$ cat src/cic_defines.vh
// constants for the cascaded interrupt controller pair
`ifndef CIC_DEFINES_VH
`define CIC_DEFINES_VH

// i/o addresses
`define CIC_MASTER_EVEN 8'h20
`define CIC_MASTER_ODD 8'h21
`define CIC_SLAVE_EVEN 8'hA0
`define CIC_SLAVE_ODD 8'hA1

// command word bit positions
`define CIC_INIT_BIT 4
`define CIC_OP_WORD_THREE_BIT 3
`define CIC_INIT_WORD_ONE_SINGLE_BIT 1
`define CIC_INIT_WORD_ONE_NEED4_BIT 0
`define CIC_ICW4_AUTO_SERVICE_DONE_BIT 1
`define CIC_OP_WORD_THREE_RR_BIT 1
`define CIC_OP_WORD_THREE_RIS_BIT 0

// end-of-interrupt command codes in data bits 7..5
`define CIC_EOI_NONSPEC 3'h1
`define CIC_EOI_SPEC 3'h3
// special mask mode field in data bits 6..5
`define CIC_SMM_SET 2'h3
`define CIC_SMM_CLR 2'h2

// master channel that carries the slave, reset slave identity and spurious vector channel
`define CIC_CASCADE_CH 2
`define CIC_SLAVE_ID_RST 3'h7
`define CIC_SPURIOUS_CH 3'h7

`endif

$ cat src/cic_top_notes_end.v
// intentionally empty companion file
`default_nettype none
`default_nettype wire

$ cat src/cic_top.v
// cascaded pair of eight-channel interrupt controllers with i/o and acknowledge logic
`default_nettype none
`include "cic_defines.vh"

// ---------------------------------------------------------------
// one eight-channel controller
// ---------------------------------------------------------------
module cic_ctrl #(
	parameter IS_MASTER = 1
) (
	// clock and reset
	input wire clk_i,
	input wire reset_n_i,
	// command writes
	input wire wr_even_i,
	input wire wr_odd_i,
	input wire [7:0] wdata_i,
	// acknowledge cycles
	input wire ack_first_i,
	input wire ack_second_i,
	input wire casc_valid_i,
	input wire [2:0] casc_code_i,
	// requests
	input wire [7:0] channel_request_inputs_i,
	// results
	output wire cpu_irq_out_o,
	output wire casc_active_o,
	output wire [2:0] casc_code_o,
	output wire owner_o,
	output wire [7:0] vector_o,
	output wire [7:0] even_rd_o,
	output wire [7:0] odd_rd_o
);
	localparam ST_READY = 2'h0;
	localparam ST_INIT_WORD_TWO = 2'h1;
	localparam ST_ICW3 = 2'h2;
	localparam ST_ICW4 = 2'h3;

	reg [7:0] pending_request_latch_r, pending_request_latch_nxt;
	reg [7:0] in_service_bits_r, in_service_bits_nxt;
	reg [7:0] channel_mask_bits_r;
	reg [7:0] req_prev_r;
	reg [1:0] state_r;
	reg [4:0] vec_base_r;
	reg [7:0] casc_map_r;
	reg [2:0] slave_id_r;
	reg single_r, need4_r, auto_service_done_r, smm_r, rd_isr_r;
	reg [7:0] vec_r;
	reg [2:0] ack_ch_r;
	reg ack_vld_r, owner_r;

	reg found, blocked, is_found;
	reg [2:0] req_ch, is_ch;
	integer i;

	wire act_first;
	wire op_word_two_wr;
	wire [7:0] req_rise;

	// ---------------------------------------------------------------
	// priority resolution
	// ---------------------------------------------------------------
	// channel 0 first; a set service bit stops the search at its level unless it is masked under special mask mode
	always @* begin
		found = 1'b0;
		blocked = 1'b0;
		req_ch = 3'h0;
		is_found = 1'b0;
		is_ch = 3'h0;
		for (i = 0; i < 8; i = i + 1) begin
			if (!found && !blocked) begin
				if (in_service_bits_r[i] && !(smm_r && channel_mask_bits_r[i])) begin
					blocked = 1'b1;
				end else if (pending_request_latch_r[i] && !channel_mask_bits_r[i]) begin
					found = 1'b1;
					req_ch = i[2:0];
				end
			end
			// masked service bits are skipped under special mask mode
			if (!is_found && in_service_bits_r[i] && !(smm_r && channel_mask_bits_r[i])) begin
				is_found = 1'b1;
				is_ch = i[2:0];
			end
		end
	end

	assign cpu_irq_out_o = found;
	assign casc_active_o = (IS_MASTER != 0) && found && !single_r && casc_map_r[req_ch];
	assign casc_code_o = req_ch;
	// the slave answers only when the master's code equals its identity
	assign act_first = ack_first_i &&
		((IS_MASTER != 0) || (casc_valid_i && (casc_code_i == slave_id_r)));
	assign op_word_two_wr = wr_even_i && !wdata_i[`CIC_INIT_BIT] && !wdata_i[`CIC_OP_WORD_THREE_BIT];
	assign req_rise = channel_request_inputs_i & ~req_prev_r;

	// ---------------------------------------------------------------
	// request and service bits
	// ---------------------------------------------------------------
	always @* begin
		pending_request_latch_nxt = pending_request_latch_r & channel_request_inputs_i;
		in_service_bits_nxt = in_service_bits_r;
		if (act_first && found) begin
			pending_request_latch_nxt[req_ch] = 1'b0;
		end
		// a new edge in the acknowledge cycle is kept
		pending_request_latch_nxt = pending_request_latch_nxt | req_rise;
		if (ack_second_i && ack_vld_r && auto_service_done_r) begin
			in_service_bits_nxt[ack_ch_r] = 1'b0;
		end
		if (op_word_two_wr) begin
			if (wdata_i[7:5] == `CIC_EOI_SPEC) begin
				in_service_bits_nxt[wdata_i[2:0]] = 1'b0;
			end else if (wdata_i[7:5] == `CIC_EOI_NONSPEC && is_found) begin
				in_service_bits_nxt[is_ch] = 1'b0;
			end
		end
		// set last: an acknowledge wins over a clear in the same cycle
		if (act_first && found) begin
			in_service_bits_nxt[req_ch] = 1'b1;
		end
	end

	always @(posedge clk_i) begin
		if (!reset_n_i) begin
			pending_request_latch_r <= 8'h00;
			in_service_bits_r <= 8'h00;
			req_prev_r <= 8'h00;
		end else begin
			pending_request_latch_r <= pending_request_latch_nxt;
			in_service_bits_r <= in_service_bits_nxt;
			req_prev_r <= channel_request_inputs_i;
		end
	end

	// ---------------------------------------------------------------
	// command words
	// ---------------------------------------------------------------
	always @(posedge clk_i) begin
		if (!reset_n_i) begin
			state_r <= ST_READY;
			channel_mask_bits_r <= 8'h00;
			vec_base_r <= 5'h00;
			casc_map_r <= 8'h00;
			slave_id_r <= `CIC_SLAVE_ID_RST;
			single_r <= 1'b0;
			need4_r <= 1'b0;
			auto_service_done_r <= 1'b0;
			smm_r <= 1'b0;
			rd_isr_r <= 1'b0;
		end else if (wr_even_i && wdata_i[`CIC_INIT_BIT]) begin
			state_r <= ST_INIT_WORD_TWO;
			channel_mask_bits_r <= 8'h00;
			rd_isr_r <= 1'b0;
			smm_r <= 1'b0;
			slave_id_r <= `CIC_SLAVE_ID_RST;
			single_r <= wdata_i[`CIC_INIT_WORD_ONE_SINGLE_BIT];
			need4_r <= wdata_i[`CIC_INIT_WORD_ONE_NEED4_BIT];
			auto_service_done_r <= 1'b0;
		end else if (wr_even_i) begin
			// an operation word also ends an unfinished init sequence
			state_r <= ST_READY;
			if (wdata_i[`CIC_OP_WORD_THREE_BIT]) begin
				if (wdata_i[`CIC_OP_WORD_THREE_RR_BIT]) begin
					rd_isr_r <= wdata_i[`CIC_OP_WORD_THREE_RIS_BIT];
				end
				if (wdata_i[6:5] == `CIC_SMM_SET) begin
					smm_r <= 1'b1;
				end else if (wdata_i[6:5] == `CIC_SMM_CLR) begin
					smm_r <= 1'b0;
				end
			end
		end else if (wr_odd_i) begin
			case (state_r)
				ST_READY: begin
					channel_mask_bits_r <= wdata_i;
				end
				ST_INIT_WORD_TWO: begin
					vec_base_r <= wdata_i[7:3];
					state_r <= !single_r ? ST_ICW3 : (need4_r ? ST_ICW4 : ST_READY);
				end
				ST_ICW3: begin
					casc_map_r <= wdata_i;
					slave_id_r <= wdata_i[2:0];
					state_r <= need4_r ? ST_ICW4 : ST_READY;
				end
				ST_ICW4: begin
					auto_service_done_r <= wdata_i[`CIC_ICW4_AUTO_SERVICE_DONE_BIT];
					state_r <= ST_READY;
				end
				default: begin
					state_r <= ST_READY;
				end
			endcase
		end
	end

	// ---------------------------------------------------------------
	// acknowledge capture
	// ---------------------------------------------------------------
	always @(posedge clk_i) begin
		if (!reset_n_i) begin
			vec_r <= 8'h00;
			ack_ch_r <= 3'h0;
			ack_vld_r <= 1'b0;
			owner_r <= 1'b0;
		end else if (ack_first_i) begin
			ack_vld_r <= act_first && found;
			ack_ch_r <= req_ch;
			// vector waits in a flop for the second cycle
			if (act_first && found) begin
				vec_r <= {vec_base_r, req_ch};
			end else begin
				vec_r <= {vec_base_r, `CIC_SPURIOUS_CH};
			end
			owner_r <= act_first && !casc_active_o;
		end
	end

	assign owner_o = owner_r;
	assign vector_o = vec_r;
	assign even_rd_o = rd_isr_r ? in_service_bits_r : pending_request_latch_r;
	assign odd_rd_o = channel_mask_bits_r;
endmodule // cic_ctrl

// ---------------------------------------------------------------
// top: master, slave, i/o decode and acknowledge counting
// ---------------------------------------------------------------
module cic_top (
	// clock and reset
	input wire clk_i,
	input wire reset_n_i,
	// register port
	input wire [7:0] addr_i,
	input wire [7:0] wr_data_i,
	input wire wr_stb_i,
	input wire rd_stb_i,
	output wire [7:0] rd_data_o,
	// request sources
	input wire timer_zero_output_i,
	input wire rtc_irq_i,
	input wire [7:0] master_irq_pins_i,
	input wire [7:0] slave_irq_pins_i,
	// processor side
	input wire irq_ack_cycle_i,
	output wire cpu_irq_out_o,
	output wire [7:0] peripheral_data_bus_o,
	output wire peripheral_data_oe_n_o
);
	reg ack_phase_r;
	reg [7:0] rd_data_r;

	wire ack_first, ack_second;
	wire slave_irq, m_casc, s_casc_unused, m_owner, s_owner;
	wire [2:0] m_code, s_code_unused;
	wire [7:0] m_vec, s_vec, m_even, m_odd, s_even, s_odd;
	wire [7:0] m_req, s_req;
	wire m_we, m_wo, s_we, s_wo;

	// ---------------------------------------------------------------
	// decode and wiring
	// ---------------------------------------------------------------
	assign m_we = wr_stb_i && (addr_i == `CIC_MASTER_EVEN);
	assign m_wo = wr_stb_i && (addr_i == `CIC_MASTER_ODD);
	assign s_we = wr_stb_i && (addr_i == `CIC_SLAVE_EVEN);
	assign s_wo = wr_stb_i && (addr_i == `CIC_SLAVE_ODD);

	// pins on channels with an internal source are not used
	assign m_req = {master_irq_pins_i[7:3], slave_irq, master_irq_pins_i[1],
		timer_zero_output_i};
	assign s_req = {slave_irq_pins_i[7:1], rtc_irq_i};

	// one strobe per acknowledge cycle; the phase flips on every acknowledge cycle
	assign ack_first = irq_ack_cycle_i && !ack_phase_r;
	assign ack_second = irq_ack_cycle_i && ack_phase_r;

	always @(posedge clk_i) begin
		if (!reset_n_i) begin
			ack_phase_r <= 1'b0;
			rd_data_r <= 8'h00;
		end else begin
			if (irq_ack_cycle_i) begin
				ack_phase_r <= !ack_phase_r;
			end
			if (rd_stb_i) begin
				case (addr_i)
					`CIC_MASTER_EVEN: rd_data_r <= m_even;
					`CIC_MASTER_ODD: rd_data_r <= m_odd;
					`CIC_SLAVE_EVEN: rd_data_r <= s_even;
					`CIC_SLAVE_ODD: rd_data_r <= s_odd;
					default: rd_data_r <= 8'h00;
				endcase
			end else begin
				rd_data_r <= 8'h00;
			end
		end
	end

	assign rd_data_o = rd_data_r;
	// a cascaded master leaves the vector to the slave
	assign peripheral_data_bus_o = m_owner ? m_vec : (s_owner ? s_vec : m_vec);
	assign peripheral_data_oe_n_o = !ack_second;

	// ---------------------------------------------------------------
	// controllers
	// ---------------------------------------------------------------
	cic_ctrl #(.IS_MASTER(1)) u_master_irq_ctrl (
		.clk_i(clk_i),
		.reset_n_i(reset_n_i),
		.wr_even_i(m_we),
		.wr_odd_i(m_wo),
		.wdata_i(wr_data_i),
		.ack_first_i(ack_first),
		.ack_second_i(ack_second),
		.casc_valid_i(1'b0),
		.casc_code_i(3'h0),
		.channel_request_inputs_i(m_req),
		.cpu_irq_out_o(cpu_irq_out_o),
		.casc_active_o(m_casc),
		.casc_code_o(m_code),
		.owner_o(m_owner),
		.vector_o(m_vec),
		.even_rd_o(m_even),
		.odd_rd_o(m_odd)
	);

	cic_ctrl #(.IS_MASTER(0)) u_slave_irq_ctrl (
		.clk_i(clk_i),
		.reset_n_i(reset_n_i),
		.wr_even_i(s_we),
		.wr_odd_i(s_wo),
		.wdata_i(wr_data_i),
		.ack_first_i(ack_first),
		.ack_second_i(ack_second),
		.casc_valid_i(m_casc),
		.casc_code_i(m_code),
		.channel_request_inputs_i(s_req),
		.cpu_irq_out_o(slave_irq),
		.casc_active_o(s_casc_unused),
		.casc_code_o(s_code_unused),
		.owner_o(s_owner),
		.vector_o(s_vec),
		.even_rd_o(s_even),
		.odd_rd_o(s_odd)
	);
endmodule // cic_top

`default_nettype wire

$ cat config.mk
export PLATFORM = sky130hd
export DESIGN_NAME = cic_top
export DESIGN_NICKNAME = d
export VERILOG_FILES = /design/src/cic_top_notes_end.v /design/src/cic_top.v
export VERILOG_INCLUDE_DIRS = /design/src
export SDC_FILE = /design/constraint.sdc
export NUM_CORES = 1
export LEC_CHECK = 0
export BUFFER_PORTS_ARGS = -buffer_cell sky130_fd_sc_hd__buf_4
export CAP_MARGIN = 10
export CORE_MARGIN = 2
export CORE_UTILIZATION = 50
export DETAILED_ROUTE_END_ITERATION = 10
export PLACE_DENSITY = 0.69
export SYNTH_ARGS = -nofsm -noshare
export SYNTH_HDL_FRONTEND = slang
export SYNTH_SLANG_ARGS = --single-unit
$ cat constraint.sdc
create_clock -name clk_i -period 6.6 [get_ports clk_i]
set_input_delay 1.32 -clock clk_i [delete_from_list [all_inputs] [get_ports clk_i]]
set_output_delay 1.32 -clock clk_i [all_outputs]
set_load 0.01 [all_outputs]
Word-level counts from Yosys, hierarchy flattened

Index checks and enable logic that the tools add are counted.

Output and inout bits: 18
Register bits: 134
Word-level logic and storage cells: 516

Muxes and demuxes: 191
Order comparisons: 14
Bitwise operators: 30
Reductions and logical operators: 230
Equal/unequal tests: 15

Operators with widths:

| kind                 | number |
|---|---|
| $mux W3              | 50 |
| $mux W8              | 16 |
| $logic_and A1 B1 Y1  | 122 |
| $mux W1              | 106 |
| $and A8 B8 Y8        | 12 |
| $logic_not A1 Y1     | 78 |
| $not A8 Y8           | 9 |
| $or A8 B8 Y8         | 4 |
| $pmux W8 S4          | 1 |
| $lt A3 B4 Y1 const B | 7 |
| $reduce_and A3 Y1    | 9 |
| $demux W1 S3         | 7 |
| $ge A3 B1 Y1 const B | 7 |
| $eq A8 B6 Y1 const B | 2 |
| $eq A8 B8 Y1 const B | 2 |
| $mux W2              | 8 |
| $eq A2 B2 Y1 const B | 6 |
| $pmux W2 S3          | 2 |
| $reduce_and A4 Y1    | 3 |
| $reduce_bool A3 Y1   | 4 |
| $reduce_and A2 Y1    | 5 |
| $reduce_bool A5 Y1   | 2 |
| $reduce_or A3 Y1     | 2 |
| $not A1 Y1           | 5 |
| 8 further kinds      | 11 |

Depth between registers and ports, before layout

Word-level depth: 43
Gate-level depth with buffers: 12

By module

A second synthesis with hierarchy kept.

Cell total of the unflattened synthesis: 831
Area, all modules: 7135.6 sq um

Modules (own cells, without submodules):

| module                        | times used | cells each | area an instance (sq um) |
|---|---|---|---|
| cic_ctrl at u_master_irq_ctrl | 1          | 399        | 3299.4 |
| cic_ctrl at u_slave_irq_ctrl  | 1          | 375        | 3151.8 |
| cic_top                       | 1          | 57         | 684.4 |

Worst setup path before layout

Ideal clock, no wire load.

Kind: input port to flip-flop
Start point: input port addr_i[1]
End point: register u_master_irq_ctrl.in_service_bits_r[2]
Arrival: 3.307 ns
Path buffers: 1
Stages on the path: 8
Data required time: 6.485 ns
Setup slack: 3.178 ns
Path through: nor4_1 nand3b_1 nor3_1 nand2_1 or3_1 clkbuf_1 o221a_2 o21a_1

Word-level cells in the longest chain between the ends: 7

RTL lines:

| item                                  | RTL line      | source |
|---|---|---|
| start, declared                       | cic_top.v:233 | `input wire [7:0] addr_i,` |
| $eq A8 B6 Y1 (*)                      | -             |  |
| $logic_and A1 B1 Y1 (*)               | cic_top.v:262 | `` assign m_we = wr_stb_i && (addr_i == `CIC_MASTER_EVEN); `` |
| $logic_and A1 B1 Y1 (*) (2 in series) | cic_top.v:93  | `` assign op_word_two_wr = wr_even_i && !wdata_i[`CIC_INIT_BIT] && !wdata_i[`CIC_OP_WORD_THREE_BIT]; `` |
| $mux W8 (*)                           | cic_top.v:110 | `if (op_word_two_wr) begin` |
| $or A8 B8 Y8 (no source line)         | -             |  |
| $mux W8 (*)                           | cic_top.v:118 | `if (act_first && found) begin` |
| end signal, assigned                  | cic_top.v:130 | `in_service_bits_r <= in_service_bits_nxt;` |
| end, declared                         | cic_top.v:40  | `reg [7:0] in_service_bits_r, in_service_bits_nxt;` |

Every way passes the cells marked *; elsewhere a longest branch is shown, timed or not.
A chain may end at the register's enable or synchronous reset.

Worst setup path in the final report

Start point: register u_master_irq_ctrl.smm_r
End point: output port cpu_irq_out_o

Word-level cells in the longest chain between the ends: 25

RTL lines:

| item                                           | RTL line                   | source |
|---|---|---|
| start, declared                                | cic_top.v:47               | `reg single_r, need4_r, auto_service_done_r, smm_r, rd_isr_r;` |
| start signal, assigned                         | cic_top.v:148              | `smm_r <= 1'b0;` |
| start signal, assigned                         | cic_top.v:154              | `smm_r <= 1'b0;` |
| start signal, assigned                         | cic_top.v:167              | `smm_r <= 1'b1;` |
| $logic_and A1 B1 Y1                            | cic_top.v:72               | `if (in_service_bits_r[i] && !(smm_r && channel_mask_bits_r[i])) begin` |
| $logic_not A1 Y1                               | cic_top.v:72               |  |
| $logic_and A1 B1 Y1                            | cic_top.v:72               |  |
| $mux W1                                        | cic_top.v:72               |  |
| $mux W1 or $logic_not A1 Y1 (tied branches)    | cic_top.v:74, cic_top.v:71 |  |
| $mux W1 or $logic_and A1 B1 Y1 (tied branches) | cic_top.v:72, cic_top.v:71 |  |
| $mux W1                                        | cic_top.v:71               | `if (!found && !blocked) begin` |
| $mux W1 or $logic_not A1 Y1 (tied branches)    | cic_top.v:74, cic_top.v:71 |  |
| (+9 left out)                                  | -                          |  |
| $mux W1 or $logic_and A1 B1 Y1 (tied branches) | cic_top.v:72, cic_top.v:71 |  |
| $mux W1                                        | cic_top.v:71               |  |
| $mux W1 or $logic_not A1 Y1 (tied branches)    | cic_top.v:74, cic_top.v:71 |  |
| $mux W1 or $logic_and A1 B1 Y1 (tied branches) | cic_top.v:72, cic_top.v:71 |  |
| $mux W1                                        | cic_top.v:71               |  |
| $mux W1 or $logic_not A1 Y1 (tied branches)    | cic_top.v:74, cic_top.v:71 |  |
| $mux W1 or $logic_and A1 B1 Y1 (tied branches) | cic_top.v:72, cic_top.v:71 |  |
| $mux W1 (*)                                    | cic_top.v:71               |  |
| end, declared                                  | cic_top.v:245              | `output wire cpu_irq_out_o,` |

Marked as above.

==> flow_summary.ini <==
[global_routing]
grt_overflow = 0
grt_usage_pct = 28.3
grt_pass1_vias = 6058
grt_pass1_wl_mm = 31.8
grt_max_degree = 43
antenna_found_initial = 0

[yosys]
async_flop_share_pct = 0
yosysWarnings = 0
synthTopCellsByArea = dfxtp_1 39%, mux2i_1 6.7%, a21oi_1 5.6%
synth_common_cells = 134 x dfxtp_1, 94 x nor2_1, 91 x nand2_1
synthFlopType = dfxtp_1
syn_area_per_cell_um2 = 8.22
yosysMostFrequentCell = dfxtp_1
synth_edf_count = 0
synth_area_leader_cell = dfxtp_1
synth_cells = 832
ys_types = 76
seq_area_frac_synth_pct = 39.2
netlist_area_um2 = 6840
syn_nets = 871
yosysTopAreaCellShare_pct = 39.2
synth-seq-cells = 134

[timing]
fin_crit_sh_pct = 63.1
fmax_mhz = 240
hold_violations = 0
tightest_slew_ns = 1.17
rsz0062_at_grt = no
slew_headroom_pct = 21.1
slew_viol_final = 0
fin_skew_ns = 0.00838
tns_ns = 0
min_period_ns = 4.16
finalSetupViolCount = 0
holdWs_ns = 0.399

[routing]
wl_per_cell_um = 19.2
ant_nets = 0
met1_length_mm = 8.72
drt_iter0_drc = 673
routed-wl-met2_mm = 9.59
route.met3.wl_mm = 1.31
vias = 6422
wl_mm = 20.2
dr.pass1.iters = 7
viasPerCell = 6.11
drcViolationCount = 0
routed.top_layer = met4

[power]
ir_drop_v = 0.000165
p_per_area_nw_per_um2 = 268
leakagePower_uw = 0.00294

[final_layout]
antenna_cells = 0
fill_cells = 1211
fin_area_um2 = 7890
finalNetCount = 901
syn2layout_area_growth_pct = 15.2
drive_gt1_share_pct = 15.3

[place]
routabilityCongestion = 0.953
post_dp_cell_area_um2 = 7300
dp_hpwl_mm = 14.9
portBuffers = 53

[setup_path]
setup.worst_path.end_class = output port
crit_arrival_ns = 2.84
critPathRequiredTime_ns = 5.28
cp-start-kind = flip-flop
criticalPathCategory = reg2out
crit_fanout = 17

[cts]
clockRootBuffer = clkbuf_16
cts_setup_buffers = 0
postCtsResizedCells = 0
htree_levels = 4
insertion_delay_ns = 0.42
ctsHoldBuffers = 0
numCtsBuffers = 17
cts_tree = done
cts_buffer_depth = 2
clk_pin_slew_worst_paths_ns = 0.06
cts_sinks = 134

[hold_path]
hold_path_class = reg2reg

[status]
status = complete, no violations

[run]
drv_cap = 0

[floorplanning]
die_y_um = 121
die_area_um2 = 14600
pin_count = 57
die_x_um = 121
core_um2 = 13300
num_rows = 42
initial_core_util_pct = 51.5
==> routing by layer <==
metal  global-route usage, %  vias up
met4                    11.7        0
met3                    6.63       41
li1                        -     3086
met2                    45.5      252
met5                       0        -
met1                    36.4     3043
==> layout make-up <==
type / count / area (um^2) / share of cell area [%]
repair buffers: 57 / 428 / 5.43
clock buffers: 19 / 443 / 5.62
flip-flops and latches: 134 / 2680 / 34.0
well taps: 176 / 220 / 2.79
inverters: 20 / 75.1 / 0.952
clock inverters: 13 / 145 / 1.84
multi-input cells: 632 / 3890 / 49.3
==> logic make-up after synthesis <==
logic type      after synthesis  share of synthesized area [%]
buf+inv                      66                           3.97
flops                       134                           39.2
mux                          63                           9.53
xor+xnor                      1                          0.128
simple gates                350                           25.4
compound gates              218                           21.7
==> cell usage in the layout (no fill, tap or decap), drive strengths merged, types with 8 or more instances in the layout <==
| cell | Yosys | layout |
|---|---|---|
| a21boi | 16 | 16 |
| a21oi | 76 | 76 |
| a31oi | 12 | 12 |
| and2 | 21 | 21 |
| buf | 9 | 57 |
| clkbuf | 37 | 19 |
| dfxtp | 134 | 134 |
| inv | 20 | 24 |
| mux2 | 17 | 17 |
| mux2i | 46 | 46 |
| nand2 | 91 | 91 |
| nand2b | 24 | 24 |
| nand3 | 28 | 28 |
| nor2 | 94 | 94 |
| nor2b | 10 | 10 |
| nor3 | 19 | 19 |
| nor4 | 8 | 8 |
| o21ai | 24 | 24 |
| o221ai | 17 | 17 |
| or2 | 8 | 8 |
| or3 | 13 | 13 |
==> report_power, final <==
part | switching (uW) | total, uW | internal (uW)
logic | 196 | 309 | 113
registers | 25.4 | 860 | 835
clock network | 371 | 941 | 570
total | 593 | 2110 | 1520
==> metrics by stage <==
step	setup WS, ns	cells	power (uW)	util, %
floorplan	3.18	832	1080	-
global placement	2.55	1019	1170	54.9
detailed placement	2.50	1019	1180	54.9
CTS	2.51	1051	2110	59.3
global route	2.27	1051	2190	59.3
finish	2.44	1051	2110	59.3
==> final timing paths <==
path / from / endpoint / slack [ns] / cells past startpoint
worst max-delay path: u_master_irq_ctrl.smm_r / cpu_irq_out_o / 2.44 / 5
worst min register to register: u_slave_irq_ctrl.req_prev_r[2] / u_slave_irq_ctrl.pending_request_latch_r[2] / 0.40 / 1
worst max register to register: u_master_irq_ctrl.in_service_bits_r[0] / u_slave_irq_ctrl.in_service_bits_r[2] / 2.76 / 9
worst min-delay path: u_slave_irq_ctrl.req_prev_r[2] / u_slave_irq_ctrl.pending_request_latch_r[2] / 0.40 / 1
==> critical path, cell delays in order, from the launching register on <==
cell and delay (ns):
dfxtp_1 0.73, o221ai_1 0.46, nor2_1 0.44, nor2_1 0.09, o21ai_1 0.47, buf_4 0.23
(Power assumes the default switching activity.)
